## src/logic/cbsu_pkg.sv

```systemverilog
package cbsu_pkg;

  // ----------------------------------------------------------------
  // Status flag positions
  // ----------------------------------------------------------------
  localparam logic [2:0] CBSU_FLAG_C = 3'h0;
  localparam logic [2:0] CBSU_FLAG_Z = 3'h1;
  localparam logic [2:0] CBSU_FLAG_N = 3'h2;

  // ----------------------------------------------------------------
  // Cycle counts, PC steps and reset values
  // ----------------------------------------------------------------
  localparam logic [1:0] CBSU_CYC_SEQ   = 2'h1;
  localparam logic [1:0] CBSU_CYC_BR    = 2'h2;
  localparam logic [1:0] CBSU_CYC_SKIP1 = 2'h2;
  localparam logic [1:0] CBSU_CYC_SKIP2 = 2'h3;
  localparam logic [1:0] CBSU_STEP_SEQ  = 2'h1;
  localparam logic [1:0] CBSU_STEP_SK1  = 2'h2;
  localparam logic [1:0] CBSU_STEP_SK2  = 2'h3;
  localparam logic [1:0] CBSU_CNT_RST   = 2'h0;
  localparam logic [7:0] CBSU_STAT_RST  = 8'h00;

  // ----------------------------------------------------------------
  // Operations and states
  // ----------------------------------------------------------------
  typedef enum logic [3:0] {
    CBSU_SKIP_ON_REG_BIT_LOW  = 4'h0,
    CBSU_SKIP_ON_REG_BIT_HIGH = 4'h1,
    CBSU_SKIP_ON_IO_BIT_LOW   = 4'h2,
    CBSU_SKIP_ON_IO_BIT_HIGH  = 4'h3,
    CBSU_BRANCH_ON_FLAG_HIGH  = 4'h4,
    CBSU_BRANCH_ON_FLAG_LOW   = 4'h5,
    CBSU_BRANCH_IF_EQUAL      = 4'h6,
    CBSU_BRANCH_IF_NOT_EQUAL  = 4'h7,
    CBSU_BRANCH_ON_CARRY_HIGH = 4'h8,
    CBSU_BRANCH_ON_CARRY_LOW  = 4'h9,
    CBSU_BRANCH_SAME_OR_HIGHER = 4'hA,
    CBSU_BRANCH_IF_LOWER      = 4'hB,
    CBSU_BRANCH_IF_MINUS      = 4'hC,
    CBSU_BRANCH_IF_PLUS       = 4'hD
  } cbsu_op_t;

  typedef enum logic [0:0] {
    CBSU_IDLE = 1'b0,
    CBSU_WAIT = 1'b1
  } cbsu_state_t;

endpackage : cbsu_pkg

```

## src/logic/cbsu_unit.sv

```systemverilog
`timescale 1ns/1ps
module cbsu_unit
  import cbsu_pkg::*;
#(
  parameter int PC_W  = 16,
  parameter int OFS_W = 7
) (
  // Clock and reset
  input  wire logic                    clk,
  input  wire logic                    reset_n,
  // Request from decode
  input  wire logic                    start,
  input  wire cbsu_op_t                op,
  input  wire logic [2:0]              bit_sel,
  input  wire logic [7:0]              reg_val,
  input  wire logic [7:0]              io_val,
  input  wire logic [7:0]              status_in,
  input  wire logic [OFS_W-1:0]        offset,
  input  wire logic                    next_two_word,
  input  wire logic [PC_W-1:0]         pc_in,
  // Answer to fetch and PC logic
  output logic                         ready,
  output logic                         done,
  output logic                         taken,
  output logic [PC_W-1:0]              pc_out,
  output logic [7:0]                   status_out
);

  // ----------------------------------------------------------------
  // Parameter check
  // ----------------------------------------------------------------
  if (OFS_W < 2 || PC_W <= OFS_W) begin : g_bad_width
    $error("cbsu_unit: PC_W must exceed OFS_W and OFS_W must be at least 2");
  end

  // ----------------------------------------------------------------
  // Decode helpers
  // ----------------------------------------------------------------
  function automatic logic [PC_W-1:0] ofs_ext(input logic [OFS_W-1:0] k);
    ofs_ext = {{(PC_W-OFS_W){k[OFS_W-1]}}, k};
  endfunction : ofs_ext

  function automatic logic is_skip(input cbsu_op_t o);
    is_skip = (o == CBSU_SKIP_ON_REG_BIT_LOW) || (o == CBSU_SKIP_ON_REG_BIT_HIGH) ||
              (o == CBSU_SKIP_ON_IO_BIT_LOW) || (o == CBSU_SKIP_ON_IO_BIT_HIGH);
  endfunction : is_skip

  logic cond_c;

  always_comb begin
    cond_c = 1'b0;
    unique case (op)
      CBSU_SKIP_ON_REG_BIT_LOW:   cond_c = ~reg_val[bit_sel];
      CBSU_SKIP_ON_REG_BIT_HIGH:  cond_c = reg_val[bit_sel];
      CBSU_SKIP_ON_IO_BIT_LOW:    cond_c = ~io_val[bit_sel];
      CBSU_SKIP_ON_IO_BIT_HIGH:   cond_c = io_val[bit_sel];
      CBSU_BRANCH_ON_FLAG_HIGH:   cond_c = status_in[bit_sel];
      CBSU_BRANCH_ON_FLAG_LOW:    cond_c = ~status_in[bit_sel];
      CBSU_BRANCH_IF_EQUAL:       cond_c = status_in[CBSU_FLAG_Z];
      CBSU_BRANCH_IF_NOT_EQUAL:   cond_c = ~status_in[CBSU_FLAG_Z];
      CBSU_BRANCH_ON_CARRY_HIGH,
      CBSU_BRANCH_IF_LOWER:       cond_c = status_in[CBSU_FLAG_C];
      CBSU_BRANCH_ON_CARRY_LOW,
      CBSU_BRANCH_SAME_OR_HIGHER: cond_c = ~status_in[CBSU_FLAG_C];
      CBSU_BRANCH_IF_MINUS:       cond_c = status_in[CBSU_FLAG_N];
      CBSU_BRANCH_IF_PLUS:        cond_c = ~status_in[CBSU_FLAG_N];
      // Unused codes fall through as untaken, one cycle
      default:                    cond_c = 1'b0;
    endcase
  end

  // ----------------------------------------------------------------
  // Sequencer
  // ----------------------------------------------------------------
  cbsu_state_t     state_r, state_nxt;
  logic [1:0]      cnt_r, cnt_nxt;
  logic            ready_r, ready_nxt;
  logic            done_r, done_nxt;
  logic            taken_r, taken_nxt;
  logic [PC_W-1:0] pc_r, pc_nxt;
  logic [7:0]      status_r, status_nxt;
  logic [1:0]      len_c;

  always_comb begin
    state_nxt  = state_r;
    cnt_nxt    = cnt_r;
    done_nxt   = 1'b0;
    taken_nxt  = taken_r;
    pc_nxt     = pc_r;
    status_nxt = status_r;
    len_c      = CBSU_CYC_SEQ;
    unique case (state_r)
      CBSU_IDLE: begin
        // Ready is still low on the first edge after reset: refuse there too
        if (start && ready_r) begin
          taken_nxt  = cond_c;
          // Flags are only passed through, never altered
          status_nxt = status_in;
          if (!cond_c) begin
            len_c  = CBSU_CYC_SEQ;
            pc_nxt = pc_in + PC_W'(CBSU_STEP_SEQ);
          end else if (is_skip(op)) begin
            len_c  = next_two_word ? CBSU_CYC_SKIP2 : CBSU_CYC_SKIP1;
            pc_nxt = pc_in + PC_W'(next_two_word ? CBSU_STEP_SK2
                                                 : CBSU_STEP_SK1);
          end else begin
            len_c  = CBSU_CYC_BR;
            pc_nxt = pc_in + ofs_ext(offset) + PC_W'(CBSU_STEP_SEQ);
          end
          if (len_c == CBSU_CYC_SEQ) begin
            done_nxt = 1'b1;
          end else begin
            cnt_nxt   = len_c - 2'h1;
            state_nxt = CBSU_WAIT;
          end
        end
      end
      CBSU_WAIT: begin
        cnt_nxt = cnt_r - 2'h1;
        if (cnt_r == 2'h1) begin
          done_nxt  = 1'b1;
          state_nxt = CBSU_IDLE;
        end
      end
    endcase
    ready_nxt = (state_nxt == CBSU_IDLE);
  end

  always_ff @(posedge clk) begin
    if (!reset_n) begin
      state_r  <= CBSU_IDLE;
      cnt_r    <= CBSU_CNT_RST;
      ready_r  <= 1'b0;
      done_r   <= 1'b0;
      taken_r  <= 1'b0;
      pc_r     <= '0;
      status_r <= CBSU_STAT_RST;
    end else begin
      state_r  <= state_nxt;
      cnt_r    <= cnt_nxt;
      ready_r  <= ready_nxt;
      done_r   <= done_nxt;
      taken_r  <= taken_nxt;
      pc_r     <= pc_nxt;
      status_r <= status_nxt;
    end
  end

  assign ready      = ready_r;
  assign done       = done_r;
  assign taken      = taken_r;
  assign pc_out     = pc_r;
  assign status_out = status_r;

  logic acc_c;
  assign acc_c = start && ready_r;
endmodule : cbsu_unit

```

## config.mk

```make
export PLATFORM = sky130hd
export DESIGN_NAME = cbsu_unit
export DESIGN_NICKNAME = d
export VERILOG_FILES = /design/src/logic/cbsu_pkg.sv /design/src/logic/cbsu_unit.sv
export SDC_FILE = /design/constraint.sdc
export NUM_CORES = 1
export LEC_CHECK = 0
export BUFFER_PORTS_ARGS = -buffer_cell sky130_fd_sc_hd__buf_2
export CELL_PAD_IN_SITES_DETAIL_PLACEMENT = 1
export CELL_PAD_IN_SITES_GLOBAL_PLACEMENT = 1
export CORE_AREA = 2 2 96 98
export CTS_BUF_LIST = sky130_fd_sc_hd__clkbuf_16
export DETAILED_ROUTE_END_ITERATION = 7
export DIE_AREA = 0 0 98 100
export PLACE_DENSITY = 0.88
export SKIP_CTS_REPAIR_TIMING = 1
export SYNTH_ARGS = -nofsm -noshare
export SYNTH_HDL_FRONTEND = slang
export SYNTH_SLANG_ARGS = --single-unit
```

## constraint.sdc

```tcl
create_clock -name clk -period 2.51 [get_ports clk]
set_input_delay 0.3765 -clock clk [delete_from_list [all_inputs] [get_ports clk]]
set_output_delay 0.3765 -clock clk [all_outputs]
set_load 0.05 [all_outputs]
```

==> impl_metrics.ini <==
[logic_synthesis]
synth-compound-area-share_pct = 26.99
yosysWarnings = 0
synthAdderAreaFrac_pct = 8.853
seq_area_frac_synth_pct = 20.63
synth_top_area_cell = dfxtp_1
ys_ff_latch = 30
syn_avg_cell_area_um2 = 7.582
synthFlopType = dfxtp_1
async_reset_ff_share_pct = 0
synth.area.top_cells = dfxtp_1 (21%), ha_1 (8.2%), nand2_1 (6.8%)
synth_top_family_by_area = compound AO/OA/AOI/OAI gates
synth_cell_type_count = 59
synth_cells = 384
syn_area_um2 = 2912
synthMuxAreaShare_pct = 5.630
syn-num-nets = 462
synth-xor-area-share_pct = 9.626
yosysTopAreaCellShare_pct = 20.63
synth_edf_count = 0
synthSimpleGateAreaFrac_pct = 23.16

[min_path]
hold_path.class = in -> reg

[critical_path]
cp_data_required_time_ps = 2670
crit_family = multiplexers
arrival_ps = 2570
path_buf_inv = 2
worst_path_max_delay_cell = mux4_2
startpoint_type = input pin
path_cells = buf_2, mux4_2, a22oi_2, o311ai_2, xnor2_1, o21ai_2, buf_12, mux2i_1, o21ai_0, and2_1
cp_slowest_stage_delay_ps = 530
path_class = in -> reg
path_max_fanout = 25
worst_setup_path_end_kind = flop

[detailed_routing]
via_count = 3285
drc = 0
drt-pass1-iter-count = 4
wl_um = 10260
antenna_left = 0
first_iter_violations = 220
wl_per_cell_um = 17.12
detail_route.vias_per_cell = 5.484

[floorplanning]
num_rows = 35
die_h_um = 100
floorplan.initialDensity_pct = 32.75
die_area_um2 = 9800
die-width_um = 98
io_pins = 85
core_um2 = 8890

[layout]
finish.utilization_pct = 42.43
areaGrowthSynthToFinish_pct = 29.57
instances_no_fill = 599
drive_above_1_share_pct = 27.66
nNetsFinal = 565
layout_common_cells = buf_2 (84), nand2_1 (53), nor2_1 (31), dfxtp_1 (30), buf_4 (29)
layout_commonest_cell = buf_2
diodes = 0

[run_status]
status = finished clean

[sta]
finalCritPeriodShare_pct = 95.90
rsz0062_at_grt = no
worstMarginPinSlew_ps = 563.2
maxSlewViolCount = 0
fin_hold_ws_ps = 376.3
hold_viol = 0
period_needed_ps = 2407
max_freq_mhz = 415.5
maxSlewHeadroom_pct = 62.31
finalClockSkew_ps = 7.501
setup_violations = 0

[cts]
cts_max_level = 2
clk_pin_slew_ps = 50
cts_buffers = 5
cts_root_buf = clkbuf_16
cts_tree = yes
clock_latency_ps = 280
cts_max_path_buffers = 2
clkSinkCount = 30

[placement]
place.gp.congestion = 0.8918
numPortBuffers = 84
placedCellCount = 591
hpwl_um = 8334

[global_routing]
track_usage_pct = 20.89
overflow = 0
grt_pass1_wl_um = 16770
grt_max_degree = 26
grt_pass1_vias = 3463
antenna_found_initial = 0

[pwr]
p_per_area_nw_per_um2 = 501.2
p_leak_nw = 1.720
ir_drop_v = 0.0002182
total_power_mw = 1.891

[job]
maxCapViolCount = 0
-- tightest hold or removal path: stages --
cell and delay [ps]:
buf_2 110, nand2_1 50, a21boi_0 60
-- cells by family after synthesis --
| group | count (synthesis) |
|---|---|
| simple gates | 144 |
| compound gates | 114 |
| flops | 30 |
| xor+xnor | 32 |
| buf+inv | 33 |
| mux | 11 |
| fa+ha+maj | 20 |
-- power breakdown --
| group | switching, mW | internal (mW) | total [mW] |
|---|---|---|---|
| clock | 0.205 | 0.357 | 0.563 |
| sequential | 0.0248 | 0.517 | 0.542 |
| combinational | 0.481 | 0.305 | 0.786 |
| total | 0.711 | 1.18 | 1.89 |
-- worst paths after layout --
check / slack (ps) / startpoint / cells after the start / endpoint
max: 100 / bit_sel[1] / 10 / pc_out[1]
min: 380 / status_in[3] / 3 / status_out[3]
max reg2reg: 710 / ready / 5 / pc_out[11]
min reg2reg: 460 / pc_out[3] / 2 / pc_out[3]
-- Yosys cell counts (all sizes together), types with 10 or more instances --
cell type	instances
a21boi	14
a21oi	22
and3	10
clkbuf	12
dfxtp	30
ha	19
inv	15
nand2	53
nand2b	10
nand3	12
nor2	31
o21ai	23
xnor2	11
xor2	21
-- layout make-up --
| cell class | count | area, um2 |
|---|---|---|
| Timing Repair Buffer | 114 | 658.1 |
| Clock inverter | 3 | 12.51 |
| Multi-Input combinational cell | 321 | 2181 |
| Sequential cell | 30 | 600.6 |
| Fill cell | 1143 | 5117 |
| Inverter | 15 | 56.30 |
| Clock buffer | 5 | 125.1 |
| Tap cell | 111 | 138.9 |
-- sequential cells by signal, indices dropped and copies added (netlist names) --
| register | cells |
|---|---|
| cnt_r | 2 |
| done | 1 |
| pc_out | 16 |
| ready | 1 |
| state_r | 1 |
| status_out | 8 |
| taken | 1 |
-- stage by stage --
step / setup WS, ps / cell area (um2) / setup TNS [ps]
floorplan: 41.16 / 2917 / 0
global placement: -136.7 / 3621 / -1023
detailed placement: -344.6 / 3621 / -4728
CTS: -65.51 / 3759 / -178.6
global route: 0.08726 / 3772 / 0
finish: 103.0 / 3772 / 0
-- per-layer routing --
layer | vias up | part of all wire, % | global-route usage, %
met1 | 1579 | 41 | 24.68
met4 | 0 | 2.8 | 7.479
li1 | 1590 | - | -
met3 | 22 | 3.9 | 2.298
met2 | 94 | 53 | 39.04
met5 | - | 0 | 0
(Power assumes the default switching activity.)
